**config.mk**
```make
export PLATFORM = sky130hd
export DESIGN_NAME = flash_wp_device_flat
export DESIGN_NICKNAME = d
export VERILOG_FILES = /design/src/flash_wp_pkg.sv /design/src/flash_wp_link_if.sv /design/src/flash_wp_device.sv /design/src/flat_wrapper.sv
export VERILOG_INCLUDE_DIRS = /design/src
export SDC_FILE = /design/constraint.sdc
export NUM_CORES = 1
export LEC_CHECK = 0
export BUFFER_PORTS_ARGS = -buffer_cell sky130_fd_sc_hd__buf_2
export CORE_MARGIN = 2
export CORE_UTILIZATION = 45
export CTS_BUF_LIST = sky130_fd_sc_hd__clkbuf_16
export CTS_CLUSTER_DIAMETER = 120
export DETAILED_ROUTE_END_ITERATION = 10
export PLACE_DENSITY = 0.62
export SLEW_MARGIN = 5
export SYNTH_ARGS = -nofsm -noshare
export SYNTH_HDL_FRONTEND = slang
export SYNTH_SLANG_ARGS = --single-unit
```
**constraint.sdc**
```tcl
create_clock -name sys_clk -period 2.6 [get_ports sys_clk]
set_input_delay 0.52 -clock sys_clk [delete_from_list [all_inputs] [get_ports sys_clk]]
set_output_delay 0.52 -clock sys_clk [all_outputs]
set_load 0.01 [all_outputs]
```
**src/flash_wp_consts.svh**
```systemverilog
// Constants for the status-write and write-protection link
//
// Overview of operation
// One-time bottom-protect bit, default top area
// Bottom-protect bit changes only by status write
// Config: dummy select bit7, bottom bit3
// Dummy select gives 8 clocks, else 6
// Status write needs write latch set first
// Status write data never alters latch or busy
// Status write refused in hard protect mode
// Host: select low, opcode 01, data, release
// Select released off byte boundary rejects write
// Timed write cycle starts at select release
// Busy during cycle; end clears busy, latch
// Lock bit 0 means soft protect mode
// Lock 1, pin high stays soft protect
// Lock 1, pin low enters hard protect
// Both modes block program/erase on protected area
// Only pin high leaves hard protect mode
// Quad enable disables hard protect mode
// Status layout: lock,quad,level[3:0],latch,busy
// Write enable sets latch; others clear it
// Protected program/erase ignored, latch cleared
// Non-volatile bits survive reset; timed cycle count
// Bottom-protect bit never returns to zero
`ifndef FLASH_WP_CONSTS_SVH
`define FLASH_WP_CONSTS_SVH
// Opcodes
`define CMD_WRITE_ENABLE  8'h06
`define CMD_WRITE_DISABLE 8'h04
`define CMD_READ_STATUS   8'h05
`define CMD_WRITE_STATUS  8'h01
`define CMD_READ_CONFIG   8'h15
// Configuration bit positions
`define CFG_DUMMY_BIT     7
`define CFG_BOTTOM_BIT    3
// Dummy clock counts
`define DUMMY_CLKS_HIGH   4'h8
`define DUMMY_CLKS_LOW    4'h6
// Timing
`define SYS_CLK_NS        10
`define STATUS_WRITE_NS   40000
`define STATUS_WRITE_CYC  (`STATUS_WRITE_NS / `SYS_CLK_NS)
`define HOST_HALF_DIV     10
// Host register byte offsets
`define REG_CMD           8'h00
`define REG_TXDATA        8'h04
`define REG_RXDATA        8'h08
`define REG_STATUS        8'h0c
`define REG_WPCTRL        8'h10
// Host command register fields
`define CMD_LEN_LSB       8
`define CMD_TRUNC_BIT     12
// Idle pin levels: select high, clock low, data low, protect high
`define PIN_IDLE          4'h9
`endif

```
**src/flash_wp_pkg.sv**
```systemverilog
// Types shared by both ends of the status-write link
`default_nettype none
package flash_wp_pkg;
   // Status register layout, bit7 first
   typedef struct packed {
      logic       lockBit;
      logic       quadEn;
      logic [3:0] level;
      logic       latch;
      logic       busy;
   } status_t;
   typedef enum {H_IDLE, H_SETUP, H_LOW, H_HIGH, H_HOLD, H_GAP} host_state_t;
endpackage
`default_nettype wire

```
**src/flash_wp_link_if.sv**
```systemverilog
// Serial link between host controller and flash protection logic
`default_nettype none
interface flash_wp_link_if;
   logic chipSelectN;
   logic serialClk;
   logic serialIn;
   logic serialOut;
   logic writeProtectPin;
   modport device (input chipSelectN, serialClk, serialIn, writeProtectPin,
                   output serialOut);
   modport host (output chipSelectN, serialClk, serialIn, writeProtectPin,
                 input serialOut);
endinterface
`default_nettype wire

```
**src/flash_wp_device.sv**
```systemverilog
// Flash status/config write path and write-protection logic
//
// Local design decisions: register access over AHB-Lite and the placing of the registers.
`include "flash_wp_consts.svh"
`default_nettype none
module flash_wp_device #(
   parameter int unsigned STATUS_WRITE_CYCLES = `STATUS_WRITE_CYC
) (
   // Clock and resets
   input  wire logic             sys_clk,
   input  wire logic             rst,
   input  wire logic             powerOnRst,
   // Serial link
   flash_wp_link_if.device       link,
   // Array program/erase requests
   input  wire logic             arrayOpReq,
   input  wire logic [3:0]       arrayOpBlock,
   output logic                  arrayOpGranted,
   output logic                  arrayOpRefused,
   // Protection state
   output flash_wp_pkg::status_t statusOut,
   output logic [7:0]            configOut,
   output logic                  hardProtect,
   output logic [3:0]            dummyClocks
);
   import flash_wp_pkg::*;

   // Pin vector order: select, clock, data, protect
   logic [3:0]  sync1_r;
   logic [3:0]  sync2_r;
   logic [3:0]  sync3_r;
   logic [3:0]  pin_r;
   logic [3:0]  pinPrev_r;
   logic        csN;
   logic        csFall;
   logic        csRise;
   logic        sclkRise;
   logic        sclkFall;
   logic        wpHigh;
   // Non-volatile bits
   logic        lockBit_r;
   logic        quadEn_r;
   logic [3:0]  level_r;
   logic        fromBottom_r;
   // Volatile bits
   logic        latch_r;
   logic        busy_r;
   logic        dummySel_r;
   logic [31:0] busyCnt_r;
   // Frame capture
   logic [5:0]  bitCnt_r;
   logic [23:0] rx_r;
   logic [7:0]  cmd_r;
   logic        serialOut_r;
   // Decoded frame end events
   logic        frameOk;
   logic        wrenEv;
   logic        wrdiEv;
   logic        wrsrEv;
   logic [7:0]  newStatus;
   logic [7:0]  newConfig;
   logic        hasConfig;
   logic        blockProt;

   // True if a block lies in the area set by level and side
   function automatic logic isProtected(input logic [3:0] blk,
                                        input logic [3:0] lvl,
                                        input logic       bottom);
      logic [4:0] lim;
      lim = 5'h10 - {1'b0, lvl};
      if (lvl == 4'h0)
         isProtected = 1'b0;
      else if (bottom)
         isProtected = {1'b0, blk} < {1'b0, lvl};
      else
         isProtected = {1'b0, blk} >= lim;
   endfunction

   // Three-stage sampling; a level counts once stages 2 and 3 agree
   always_ff @(posedge sys_clk) begin
      if (rst | powerOnRst) begin
         // Start at idle levels so reset shows no false edge or lock
         sync1_r   <= `PIN_IDLE;
         sync2_r   <= `PIN_IDLE;
         sync3_r   <= `PIN_IDLE;
         pin_r     <= `PIN_IDLE;
         pinPrev_r <= `PIN_IDLE;
      end else begin
         sync1_r   <= {link.writeProtectPin, link.serialIn,
                       link.serialClk, link.chipSelectN};
         sync2_r   <= sync1_r;
         sync3_r   <= sync2_r;
         pin_r     <= (sync2_r & sync3_r) | (pin_r & (sync2_r | sync3_r));
         pinPrev_r <= pin_r;
      end
   end

   assign csN      = pin_r[0];
   assign csFall   = pinPrev_r[0] & ~pin_r[0];
   assign csRise   = ~pinPrev_r[0] & pin_r[0];
   assign sclkRise = ~csN & ~pinPrev_r[1] & pin_r[1];
   assign sclkFall = ~csN & pinPrev_r[1] & ~pin_r[1];
   assign wpHigh   = pin_r[3];

   // Hard mode needs lock set and pin low; quad use of pin disables it
   assign hardProtect = lockBit_r & ~wpHigh & ~quadEn_r;

   // Shift in on rising clock edges while selected
   always_ff @(posedge sys_clk) begin
      if (rst | powerOnRst) begin
         bitCnt_r <= 6'h00;
         rx_r     <= 24'h000000;
         cmd_r    <= 8'h00;
      end else if (csFall) begin
         bitCnt_r <= 6'h00;
         cmd_r    <= 8'h00;
      end else if (sclkRise) begin
         rx_r <= {rx_r[22:0], pin_r[2]};
         if (bitCnt_r != 6'h3f)
            bitCnt_r <= bitCnt_r + 6'h01;
         if (bitCnt_r == 6'h07)
            cmd_r <= {rx_r[6:0], pin_r[2]};
      end
   end

   // Decode at select release; only whole bytes count
   always_comb begin
      frameOk   = csRise & (bitCnt_r[2:0] == 3'h0);
      hasConfig = (bitCnt_r == 6'h18);
      newStatus = hasConfig ? rx_r[15:8] : rx_r[7:0];
      newConfig = rx_r[7:0];
      wrenEv = frameOk & (bitCnt_r == 6'h08) & ~busy_r &
               (rx_r[7:0] == `CMD_WRITE_ENABLE);
      wrdiEv = frameOk & (bitCnt_r == 6'h08) & ~busy_r &
               (rx_r[7:0] == `CMD_WRITE_DISABLE);
      // Needs latch, idle device and no hard protect
      wrsrEv = frameOk & ((bitCnt_r == 6'h10) | hasConfig) &
               ((hasConfig ? rx_r[23:16] : rx_r[15:8]) ==
                `CMD_WRITE_STATUS) &
               latch_r & ~busy_r & ~hardProtect;
   end

   // Non-volatile bits: only a power-on clear, device reset keeps them
   always_ff @(posedge sys_clk) begin
      if (powerOnRst) begin
         lockBit_r    <= 1'b0;
         quadEn_r     <= 1'b0;
         level_r      <= 4'h0;
         fromBottom_r <= 1'b0;
      end else if (wrsrEv) begin
         // Latch and busy positions of the data are dropped
         lockBit_r <= newStatus[7];
         quadEn_r  <= newStatus[6];
         level_r   <= newStatus[5:2];
         // One-time bit can only be set, never cleared
         if (hasConfig)
            fromBottom_r <= fromBottom_r |
                            newConfig[`CFG_BOTTOM_BIT];
      end
   end

   // Volatile dummy select, cleared on any reset
   always_ff @(posedge sys_clk) begin
      if (rst | powerOnRst)
         dummySel_r <= 1'b0;
      else if (wrsrEv & hasConfig)
         dummySel_r <= newConfig[`CFG_DUMMY_BIT];
   end

   // Self-timed write cycle from select release
   always_ff @(posedge sys_clk) begin
      if (rst | powerOnRst) begin
         busy_r    <= 1'b0;
         busyCnt_r <= 32'h0;
      end else if (wrsrEv) begin
         busy_r    <= 1'b1;
         busyCnt_r <= STATUS_WRITE_CYCLES - 32'h1;
      end else if (busy_r) begin
         if (busyCnt_r == 32'h0)
            busy_r <= 1'b0;
         else
            busyCnt_r <= busyCnt_r - 32'h1;
      end
   end

   // Array request hits a protected block in either mode
   assign blockProt = isProtected(arrayOpBlock, level_r, fromBottom_r);

   // Grant or refusal of an array operation, one-cycle pulses
   always_ff @(posedge sys_clk) begin
      if (rst | powerOnRst) begin
         arrayOpGranted <= 1'b0;
         arrayOpRefused <= 1'b0;
      end else begin
         arrayOpGranted <= arrayOpReq & latch_r & ~busy_r & ~blockProt;
         arrayOpRefused <= arrayOpReq & ~busy_r &
                           (blockProt | ~latch_r);
      end
   end

   // Write latch: set wins over a clear in the same cycle
   always_ff @(posedge sys_clk) begin
      if (rst | powerOnRst)
         latch_r <= 1'b0;
      else if (wrenEv)
         latch_r <= 1'b1;
      else if (wrdiEv | (arrayOpReq & ~busy_r & latch_r) |
               (busy_r & busyCnt_r == 32'h0))
         latch_r <= 1'b0;
   end

   // Readback: status polled live even while busy
   always_ff @(posedge sys_clk) begin
      if (rst | powerOnRst)
         serialOut_r <= 1'b0;
      else if (csN)
         serialOut_r <= 1'b0;
      else if (sclkFall & (bitCnt_r >= 6'h08)) begin
         if (cmd_r == `CMD_READ_STATUS)
            serialOut_r <= statusOut[~bitCnt_r[2:0]];
         else if (cmd_r == `CMD_READ_CONFIG)
            serialOut_r <= configOut[~bitCnt_r[2:0]];
         else
            serialOut_r <= 1'b0;
      end
   end

   assign link.serialOut = serialOut_r;

   // Register images and dummy count
   always_comb begin
      statusOut.lockBit = lockBit_r;
      statusOut.quadEn  = quadEn_r;
      statusOut.level   = level_r;
      statusOut.latch   = latch_r;
      statusOut.busy    = busy_r;
      configOut         = 8'h00;
      configOut[`CFG_DUMMY_BIT]  = dummySel_r;
      configOut[`CFG_BOTTOM_BIT] = fromBottom_r;
      dummyClocks = dummySel_r ? `DUMMY_CLKS_HIGH
                               : `DUMMY_CLKS_LOW;
   end
endmodule // flash_wp_device
`default_nettype wire

```
**src/flat_wrapper.sv**
```systemverilog
// flat-port wrapper written by rule: the top's interface ports become plain ports
module flash_wp_device_flat import flash_wp_pkg::*;
#(
   parameter int unsigned STATUS_WRITE_CYCLES = `STATUS_WRITE_CYC
)
  (sys_clk, rst, powerOnRst, arrayOpReq, arrayOpBlock, arrayOpGranted, arrayOpRefused, statusOut, configOut, hardProtect, dummyClocks, link_chipSelectN, link_serialClk, link_serialIn, link_writeProtectPin, link_serialOut);
  flash_wp_link_if link_i ();
  input  wire logic sys_clk;
  input  wire logic rst;
  input  wire logic powerOnRst;
  input  wire logic arrayOpReq;
  input  wire logic [3:0] arrayOpBlock;
  output logic arrayOpGranted;
  output logic arrayOpRefused;
  output flash_wp_pkg::status_t statusOut;
  output logic [7:0] configOut;
  output logic hardProtect;
  output logic [3:0] dummyClocks;
  input wire logic [$bits(link_i.chipSelectN)-1:0] link_chipSelectN;
  input wire logic [$bits(link_i.serialClk)-1:0] link_serialClk;
  input wire logic [$bits(link_i.serialIn)-1:0] link_serialIn;
  input wire logic [$bits(link_i.writeProtectPin)-1:0] link_writeProtectPin;
  output wire logic [$bits(link_i.serialOut)-1:0] link_serialOut;
  assign link_i.chipSelectN = link_chipSelectN;
  assign link_i.serialClk = link_serialClk;
  assign link_i.serialIn = link_serialIn;
  assign link_i.writeProtectPin = link_writeProtectPin;
  assign link_serialOut = link_i.serialOut;
  flash_wp_device #(.STATUS_WRITE_CYCLES(STATUS_WRITE_CYCLES)) u_core (.sys_clk(sys_clk), .rst(rst), .powerOnRst(powerOnRst), .link(link_i), .arrayOpReq(arrayOpReq), .arrayOpBlock(arrayOpBlock), .arrayOpGranted(arrayOpGranted), .arrayOpRefused(arrayOpRefused), .statusOut(statusOut), .configOut(configOut), .hardProtect(hardProtect), .dummyClocks(dummyClocks));
endmodule
```
==> flow_metrics.env, run 1 <==
export IMPL_portBuffers=28
export IMPL_antenna_found_initial=0
export IMPL_post_cts_resize_count=0
export IMPL_cts_setup_buffers=0
export IMPL_worstSetupEndpointType="flip-flop"
export IMPL_slew_viol_final=0
export IMPL_cts_max_level=3
export IMPL_num_fill_cells=952
export IMPL_cts_sinks=101
export IMPL_totalWireLength_um=8863
export IMPL_start_util=0.4632
export IMPL_insertion_delay_ns=0.34
export IMPL_crit_type="flip-flop to flip-flop"
export IMPL_worstMarginPinSlew_ns=0.8229
export IMPL_layout_setup_ws_ns=0.1246
export IMPL_synthArstFlopShare=0
export IMPL_pin_count=36
export IMPL_yosysSeqAreaShare=0.4486
export IMPL_pwr_share_seq=0.520
export IMPL_dp_cells=660
export IMPL_synth_ff_type="dfxtp_1"
export IMPL_rr_worst_depth=7
export IMPL_cts_buffers=9
export IMPL_syn_inst=517
export IMPL_clock_power_share=0.459
export IMPL_grt_max_degree=25
export IMPL_synth_top_cell_area_share=0.4486
export IMPL_fin_nets=562
export IMPL_max_freq_mhz=404.0
export IMPL_start_kind="flip-flop"
export IMPL_period_minus_slack_ns=2.475
export IMPL_grt_pass1_wl_um=15420
export IMPL_drc_errors=0
export IMPL_cts_tree="built"
export IMPL_relSlewSlack=0.4500
export IMPL_avgViaCountPerCell=5.138
export IMPL_synth_area_per_cell_um2=8.717
export IMPL_setup_violations_final=0
export IMPL_p_leak_nw=1.821
export IMPL_hpwlAfterDp_um=6312
export IMPL_combinationalPowerShare=0.021
export IMPL_globalplace_congestion=0.7740
export IMPL_coreArea_um2=9729
export IMPL_yosysTopAreaCell="dfxtp_1"
export IMPL_grt_use_total=0.1734
export IMPL_syn_area_um2=4507
export IMPL_grt_setup_unrepaired="no"
export IMPL_worstPathArrival_ns=2.68
export IMPL_synth_seq_cells=101
export IMPL_worstHoldStart="link_writeProtectPin"
export IMPL_fin_skew_ns=0.004857
export IMPL_area_growth_pct=12.33
export IMPL_ctsHoldBuffers=0
export IMPL_synth_distinct_cells=46
export IMPL_total_power_mw=2.986
export IMPL_whs_endpoint="u_core.sync1_r[3]"
export IMPL_worst_r2r_setup_slack_ns=0.12
export IMPL_clock_path_buffers=2
export IMPL_first_global_vias=3307
export IMPL_root_buffer="clkbuf_16"
export IMPL_num_rows=36
export IMPL_antenna_cells=0
export IMPL_swShare=0.1954
export IMPL_power_density_nw_per_um2=589.9
export IMPL_r2r_start="u_core.busyCnt_r[12]"
export IMPL_hp_class="input pin to flip-flop"
export IMPL_path_clk_slew_ns=0.06
export IMPL_irDropWorstVdd_mv=0.3561
export IMPL_multi_input_area_um2=2256
export IMPL_die_x_um=104.1
export IMPL_grt_overflow=0
export IMPL_p_int_mw=2.403
export IMPL_place_ws_ns=0.1293
export IMPL_finalCritPeriodShare=0.9521
export IMPL_drt_iter0_markers=181
export IMPL_drive_gt1_frac=0.1215
export IMPL_r2r_end="u_core.busyCnt_r[11]"
export IMPL_synth_edf_count=0
export IMPL_status="complete, no violations"
export IMPL_yosys_warnings=0
export IMPL_finalHoldViolations=0
export IMPL_ant_nets=0
export IMPL_fin_cells=676
export IMPL_dieArea_um2=10830
export IMPL_wl_per_cell_um=13.11
export IMPL_required_ns=2.80
export IMPL_p_switching_mw=0.5835
export IMPL_regArea_um2=2022
export IMPL_cp_max_fo=5
export IMPL_drtPass1Iterations=4
export IMPL_vias=3473
export IMPL_die_height_um=104.1
export IMPL_maxCapViolCount=0
export IMPL_hold_depth=2
export IMPL_setup_tns_ns=0
export IMPL_yosys_top_cells_area="dfxtp_1 (45%), nand2_1 (5.5%), nor2_1 (5.2%)"
==> critical path, cell delays in order (launching register included) <==
cell and delay (ns):
dfxtp_1 0.35, or4_4 0.56, or4_1 0.50, buf_4 0.20, nor4_1 0.40, nor4_1 0.11, xnor2_1 0.15, a21oi_1 0.08
==> metrics by stage <==
| stage | utilization | area (µm²) | hold slack, ns |
|---|---|---|---|
| after floorplan | - | 4529 | 0.3844 |
| after global placement | 0.4880 | 4748 | 0.3872 |
| after detailed placement | 0.4880 | 4748 | 0.3891 |
| after CTS | 0.5197 | 5056 | 0.3425 |
| after global routing | 0.5203 | 5062 | 0.3672 |
| final | 0.5203 | 5062 | 0.3545 |
==> worst max path at each step <==
| stage | start | to | slack (ns) | depth (start not counted) |
|---|---|---|---|---|
| finish | u_core.busyCnt_r[12] | u_core.busyCnt_r[11] | 0.12 | 7 |
| global route | u_core.busyCnt_r[12] | u_core.busyCnt_r[0] | 0.06 | 7 |
| CTS | u_core.busyCnt_r[12] | u_core.busyCnt_r[1] | 0.11 | 7 |
| detailed placement | u_core.busyCnt_r[12] | u_core.busyCnt_r[1] | 0.13 | 7 |
| global placement | u_core.busyCnt_r[12] | u_core.busyCnt_r[1] | 0.21 | 7 |
| floorplan | u_core.busyCnt_r[12] | u_core.busyCnt_r[10] | 0.28 | 8 |
==> power by group through the flow <==
stage          Clock, mW  Combinational (mW)  Sequential (mW)
2_1_floorplan          0              0.0446             1.59
3_3_place_gp           0              0.0623             1.59
3_5_place_dp           0              0.0640             1.59
4_1_cts             1.41              0.0644             1.55
5_1_grt             1.48              0.0733             1.55
6_report            1.37              0.0633             1.55
==> cell usage in the layout (no fill, tap or decap), types with 4 or more instances in the layout <==
| cell type | netlist | layout |
|---|---|---|
| or3_1 | 13 | 13 |
| nand2_1 | 66 | 66 |
| nand4_1 | 5 | 5 |
| o21ai_0 | 7 | 7 |
| buf_2 | 1 | 28 |
| mux2i_1 | 17 | 17 |
| dfxtp_1 | 101 | 101 |
| xnor2_1 | 19 | 19 |
| nand3b_1 | 4 | 4 |
| a21oi_1 | 37 | 37 |
| clkbuf_16 | 0 | 9 |
| inv_1 | 12 | 14 |
| o21a_1 | 4 | 4 |
| conb_1 | 1 | 7 |
| nor2_1 | 63 | 63 |
| nor3_1 | 25 | 25 |
| buf_4 | 15 | 14 |
| nand3_1 | 6 | 6 |
| nor4_1 | 15 | 14 |
| a211oi_1 | 14 | 14 |
| xor2_1 | 12 | 12 |
| ha_1 | 12 | 12 |
| and2_1 | 9 | 9 |
==> synth_stat cells, types with 13 or more instances <==
cell type,n
buf_4,15
a21oi_1,37
nand2_1,66
or3_1,13
nor2_1,63
dfxtp_1,101
nor4_1,15
nor3_1,25
mux2i_1,17
xnor2_1,19
clkbuf_1,19
a211oi_1,14
==> registers in the layout, summed over array words and instances, names as in the netlist, 2 cells and up <==
name              cells
u_core.bitCnt_r       6
u_core.busyCnt_r     32
u_core.cmd_r          8
u_core.level_r        4
u_core.pinPrev_r      2
u_core.pin_r          4
u_core.rx_r          24
u_core.sync1_r        4
u_core.sync2_r        4
u_core.sync3_r        4
==> logic make-up after synthesis <==
| group | Yosys count | synth area share |
|---|---|---|
| multiplexers | 20 | 0.05025 |
| AND/OR/NAND/NOR | 231 | 0.2540 |
| flip-flops | 101 | 0.4486 |
| XOR/XNOR | 31 | 0.06024 |
| AO/OA/AOI/OAI | 70 | 0.09412 |
| other | 1 | 0.0008321 |
| adder cells (fa/ha/maj) | 12 | 0.03331 |
| buffers and inverters | 51 | 0.05858 |
==> cell type report <==
type	instances	share of cell area
clock buffer	9	0.04449
clock inverter	7	0.01631
inverter	12	0.008898
multi-input combinational	371	0.4456
sequential	101	0.3994
tap	133	0.03287
timing repair buffer	43	0.05240
==> per-layer routing <==
layer  GRT usage  vias up  share of wire
li1            -     1801              -
met1      0.2367     1613           0.51
met2      0.2716       48           0.44
met3     0.03947       11          0.035
met4     0.05792        0          0.014
met5           0        -              0
No activity file was read; power rests on OpenSTA's default activity.
==> run 2: changes to the inputs <==
CORE_UTILIZATION = 59   (was 45)
PLACE_DENSITY = 0.79   (was 0.62)
==> flow_metrics.env, run 2 (synthesis results as in run 1) <==
export IMPL_p_leak_nw=1.809
export IMPL_portBuffers=28
export IMPL_finalCritPeriodShare=0.9165
export IMPL_cp_top_family="simple AND/OR/NAND/NOR gates"
export IMPL_ant_nets=0
export IMPL_hp_class="input pin to flip-flop"
export IMPL_fin_skew_ns=0.008237
export IMPL_slowest_delay_ns=0.56
export IMPL_status="complete, no violations"
export IMPL_met3WireLength_um=412
export IMPL_crit_slowest_cell="or4_4"
export IMPL_cts_sinks=101
export IMPL_num_rows=31
export IMPL_clock_path_buffers=2
export IMPL_antenna_found_initial=0
export IMPL_die_x_um=91.40
export IMPL_largest_register="u_core.busyCnt_r"
export IMPL_grt_pass1_wl_um=15310
export IMPL_setup_tns_ns=0
export IMPL_path_cells="or4_4, or4_4, nor4_4, buf_4, nor3_1, nor3_1, a211oi_1"
export IMPL_slew_viol_final=0
export IMPL_globalplace_congestion=0.8186
export IMPL_insertion_delay_ns=0.35
export IMPL_drt_iter0_markers=218
export IMPL_drtPass1Iterations=4
export IMPL_avgViaCountPerCell=5.630
export IMPL_cts_tree="built"
export IMPL_grt_use_total=0.2251
export IMPL_reg_top3="u_core.busyCnt_r: 32 flops, u_core.rx_r: 24 flops, u_core.cmd_r: 8 flops"
export IMPL_antenna_cells=0
export IMPL_cts_buffers=9
export IMPL_vias=3603
export IMPL_grt_setup_unrepaired="no"
export IMPL_drt_met1_wl_um=4350
export IMPL_pin_count=36
export IMPL_finalHoldViolations=0
export IMPL_largest_reg_flops=32
export IMPL_worstPathArrival_ns=2.59
export IMPL_period_minus_slack_ns=2.383
export IMPL_worstSetupEndpointType="flip-flop"
export IMPL_path_clk_slew_ns=0.08
export IMPL_cts_setup_buffers=0
export IMPL_wl_met2_um=4196
export IMPL_drive_gt1_frac=0.1275
export IMPL_power_density_nw_per_um2=606.2
export IMPL_required_ns=2.80
export IMPL_dieArea_um2=8354
export IMPL_grt_overflow=0
export IMPL_fin_nets=560
export IMPL_coreArea_um2=7331
export IMPL_die_height_um=91.40
export IMPL_wl_per_cell_um=14.25
export IMPL_drc_errors=0
export IMPL_first_global_vias=3255
export IMPL_start_util=0.6148
export IMPL_irDropWorstVdd_mv=0.3374
export IMPL_top_layer_used="met4"
export IMPL_start_kind="flip-flop"
export IMPL_relSlewSlack=0.3914
export IMPL_setup_violations_final=0
export IMPL_max_freq_mhz=419.6
export IMPL_worstMarginPinSlew_ns=0.9033
export IMPL_totalWireLength_um=9118
export IMPL_hpwlAfterDp_um=6366
export IMPL_cp_max_fo=9
export IMPL_cts_max_level=3
export IMPL_total_power_mw=3.036
export IMPL_layout_commonest_cell="dfxtp_1"
export IMPL_path_buf_inv=1
export IMPL_maxCapViolCount=0
export IMPL_grt_max_degree=31
export IMPL_final_cell_mix="dfxtp_1 (101), nand2_1 (66), nor2_1 (63), a21oi_1 (37), buf_2 (28)"
export IMPL_root_buffer="clkbuf_16"
export IMPL_crit_type="flip-flop to flip-flop"
export IMPL_area_growth_pct=11.13
## run 2: cell types whose count changed in the layout (fill, tap and decap cells not counted), sizes merged
cell and change:
inv +3, buf -2, bufinv -1, clkinv -1, clkinvlp -1
## run 2: layer usage
| layer | global-route usage | vias to the layer above |
|---|---|---|
| li1 | - | 1807 |
| met1 | 0.3131 | 1696 |
| met2 | 0.3462 | 87 |
| met3 | 0.04564 | 13 |
| met4 | 0.08081 | 0 |
| met5 | 0 | - |
## run 2: stage by stage
stage,area [µm²],worst slack (ns),hold slack [ns],util,std cells
after floorplan,4529,0.2783,0.3844,-,523
after CTS,4999,0.03756,0.3389,0.6819,640
after detailed placement,4678,0.07808,0.3948,0.6382,624
final,5009,0.2170,0.3443,0.6832,640
after global routing,5009,0.05431,0.3418,0.6832,640
after global placement,4678,0.1047,0.3876,0.6382,624
## run 2: final timing paths
check / depth (start not counted) / slack (ns) / to / from
setup / recovery: 7 / 0.22 / u_core.busyCnt_r[3] / u_core.busyCnt_r[12]
hold / removal: 2 / 0.34 / u_core.sync1_r[3] / link_writeProtectPin
setup reg to reg: 7 / 0.22 / u_core.busyCnt_r[3] / u_core.busyCnt_r[12]
hold reg to reg: 1 / 0.41 / u_core.sync2_r[3] / u_core.sync1_r[3]
## run 2: timing repair
item                                    in CTS  in global routing
hold buffers                                 0                  0
resized for setup                            0                  2
endpoints found under the setup margin       0                 12
## run 2: final cells by class
class / count / area (µm²)
clock inverter: 7 / 95.09
fill: 597 / 2322
timing repair buffer: 41 / 237.7
sequential: 101 / 2022
multi-input combinational: 371 / 2260
clock buffer: 9 / 225.2
tap: 99 / 123.9
inverter: 12 / 45.04
## run 2: where the power goes
group	switching (mW)	internal (mW)	total (mW)
Sequential	0.00132	1.55	1.55
Combinational	0.0419	0.0207	0.0626
Clock	0.644	0.779	1.42
## run 2: worst reg2reg max path: cells and delay by family, from the launching register on
family	cells	cell delay [ns]
simple gates	5	1.60
flops	1	0.35
buf+inv	1	0.21
compound gates	1	0.08
==> run 3: changes to the inputs <==
--- a/config.mk
+++ b/config.mk
@@ -9,9 +9,9 @@
 export BUFFER_PORTS_ARGS = -buffer_cell sky130_fd_sc_hd__buf_2
 export CORE_MARGIN = 2
-export CORE_UTILIZATION = 59
+export CORE_UTILIZATION = 60
 export CTS_BUF_LIST = sky130_fd_sc_hd__clkbuf_16
 export CTS_CLUSTER_DIAMETER = 120
 export DETAILED_ROUTE_END_ITERATION = 10
-export PLACE_DENSITY = 0.79
+export PLACE_DENSITY = 0.8
 export SLEW_MARGIN = 5
 export SYNTH_ARGS = -nofsm -noshare
==> constraint.sdc (replaced) <==
create_clock -name sys_clk -period 3.1 [get_ports sys_clk]
set_input_delay 0.62 -clock sys_clk [delete_from_list [all_inputs] [get_ports sys_clk]]
set_output_delay 0.62 -clock sys_clk [all_outputs]
set_load 0.02 [all_outputs]
==> flow_metrics.env, run 3 (synthesis results as in run 1) <==
export IMPL_globalplace_congestion=0.8240
export IMPL_avgViaCountPerCell=5.655
export IMPL_totalWireLength_um=9136
export IMPL_grt_overflow=0
export IMPL_crit_type="flip-flop to flip-flop"
export IMPL_grt_use_total=0.2287
export IMPL_setup_tns_ns=0
export IMPL_root_buffer="clkbuf_16"
export IMPL_insertion_delay_ns=0.34
export IMPL_regArea_um2=2022
export IMPL_num_rows=31
export IMPL_drive_gt1_frac=0.1190
export IMPL_drc_errors=0
export IMPL_hpwlAfterDp_um=6311
export IMPL_grt_setup_unrepaired="no"
export IMPL_reg_top3="u_core.busyCnt_r: 32 flops, u_core.rx_r: 24 flops, u_core.cmd_r: 8 flops"
export IMPL_clock_path_buffers=2
export IMPL_worst_r2r_setup_slack_ns=0.50
export IMPL_setup_violations_final=0
export IMPL_max_freq_mhz=384.6
export IMPL_die_height_um=90.67
export IMPL_power_density_nw_per_um2=522.6
export IMPL_slew_viol_final=0
export IMPL_cts_buffers=9
export IMPL_die_x_um=90.67
export IMPL_maxCapViolCount=0
export IMPL_grt_max_degree=41
export IMPL_hold_slack_ns=0.4135
export IMPL_cts_max_level=3
export IMPL_p_leak_nw=1.802
export IMPL_grt_pass1_wl_um=15460
export IMPL_area_growth_pct=10.77
export IMPL_largest_register="u_core.busyCnt_r"
export IMPL_period_minus_slack_ns=2.600
export IMPL_num_fill_cells=571
export IMPL_path_clk_slew_ns=0.07
export IMPL_coreArea_um2=7253
export IMPL_post_cts_resize_count=0
export IMPL_pin_count=36
export IMPL_required_ns=3.29
export IMPL_start_kind="flip-flop"
export IMPL_largest_reg_flops=32
export IMPL_antenna_cells=0
export IMPL_multi_input_area_um2=2250
export IMPL_portBuffers=28
export IMPL_ant_nets=0
export IMPL_dieArea_um2=8221
export IMPL_drtPass1Iterations=4
export IMPL_status="complete, no violations"
export IMPL_irDropWorstVdd_mv=0.3721
export IMPL_hold_depth=1
export IMPL_fin_skew_ns=0.007525
export IMPL_cts_setup_buffers=0
export IMPL_final_cell_mix="dfxtp_1 (101), nand2_1 (66), nor2_1 (63), a21oi_1 (37), buf_2 (28)"
export IMPL_finalCritPeriodShare=0.8388
export IMPL_cp_max_fo=7
export IMPL_layout_commonest_cell="dfxtp_1"
export IMPL_drt_iter0_markers=226
export IMPL_first_global_vias=3370
export IMPL_hp_class="flip-flop to flip-flop"
export IMPL_start_util=0.6214
export IMPL_rr_worst_depth=6
export IMPL_wl_per_cell_um=14.34
export IMPL_cts_sinks=101
export IMPL_worstSetupEndpointType="flip-flop"
export IMPL_vias=3602
export IMPL_cts_tree="built"
export IMPL_ctsHoldBuffers=0
export IMPL_relSlewSlack=0.4221
export IMPL_fin_nets=557
export IMPL_worstPathArrival_ns=2.80
export IMPL_antenna_found_initial=0
export IMPL_worstMarginPinSlew_ns=0.8589
export IMPL_finalHoldViolations=0
## run 3: cell types whose count changed in the layout (fill, tap and decap cells not counted)
cell and change:
inv_8 +1, nor4_1 +1, inv_6 -2, clkinv_8 -1
clkinv_4 +1, nor4_2 -1, bufinv_16 +1, or4_4 -1
or4_1 +1, buf_4 -3
## run 3: area by class of cell
cell class | instances | area share
clock buffer | 9 | 0.04511
clock inverter | 7 | 0.02231
inverter | 12 | 0.009023
multi-input combinational | 371 | 0.4506
sequential | 101 | 0.4050
tap | 99 | 0.02481
timing repair buffer | 38 | 0.04311
## run 3: metrics by stage
| step | setup slack, ns | cell area (µm²) | power (mW) | util | std cells |
|---|---|---|---|---|---|
| 2_1_floorplan | 0.7783 | 4529 | 1.373 | - | 523 |
| 3_3_place_gp | 0.5969 | 4656 | 1.385 | 0.6419 | 621 |
| 3_5_place_dp | 0.5887 | 4656 | 1.387 | 0.6419 | 621 |
| 4_1_cts | 0.5088 | 4992 | 2.629 | 0.6883 | 637 |
| 5_1_grt | 0.3331 | 4992 | 2.676 | 0.6883 | 637 |
| 6_report | 0.4998 | 4992 | 2.609 | 0.6883 | 637 |
## run 3: routing by layer
layer / up-vias / routed length (µm) / GRT usage
met5: - / 0 / 0
met3: 15 / 464 / 0.05927
met2: 98 / 4329 / 0.3800
li1: 1787 / - / -
met1: 1702 / 4209 / 0.2947
met4: 0 / 132 / 0.06410
## run 3: critical path, cell delays in order (launching register included)
cell,delay [ns]
dfxtp_1,0.35
or4_4,0.56
or4_1,0.57
nor4_1,0.60
nor4_1,0.12
xnor2_1,0.18
a21oi_1,0.08
## run 3: report_power, final
group          internal (mW)  total, mW  leakage, nW  switching (mW)
registers               1.30       1.30        0.814         0.00115
logic                 0.0172     0.0552        0.821          0.0380
clock network          0.729       1.25        0.166           0.524
## run 3: final timing paths
check	from	endpoint
setup reg to reg	u_core.busyCnt_r[12]	u_core.busyCnt_r[11]
setup / recovery	u_core.busyCnt_r[12]	u_core.busyCnt_r[11]
hold reg to reg	u_core.sync1_r[3]	u_core.sync2_r[3]
hold / removal	u_core.sync1_r[3]	u_core.sync2_r[3]
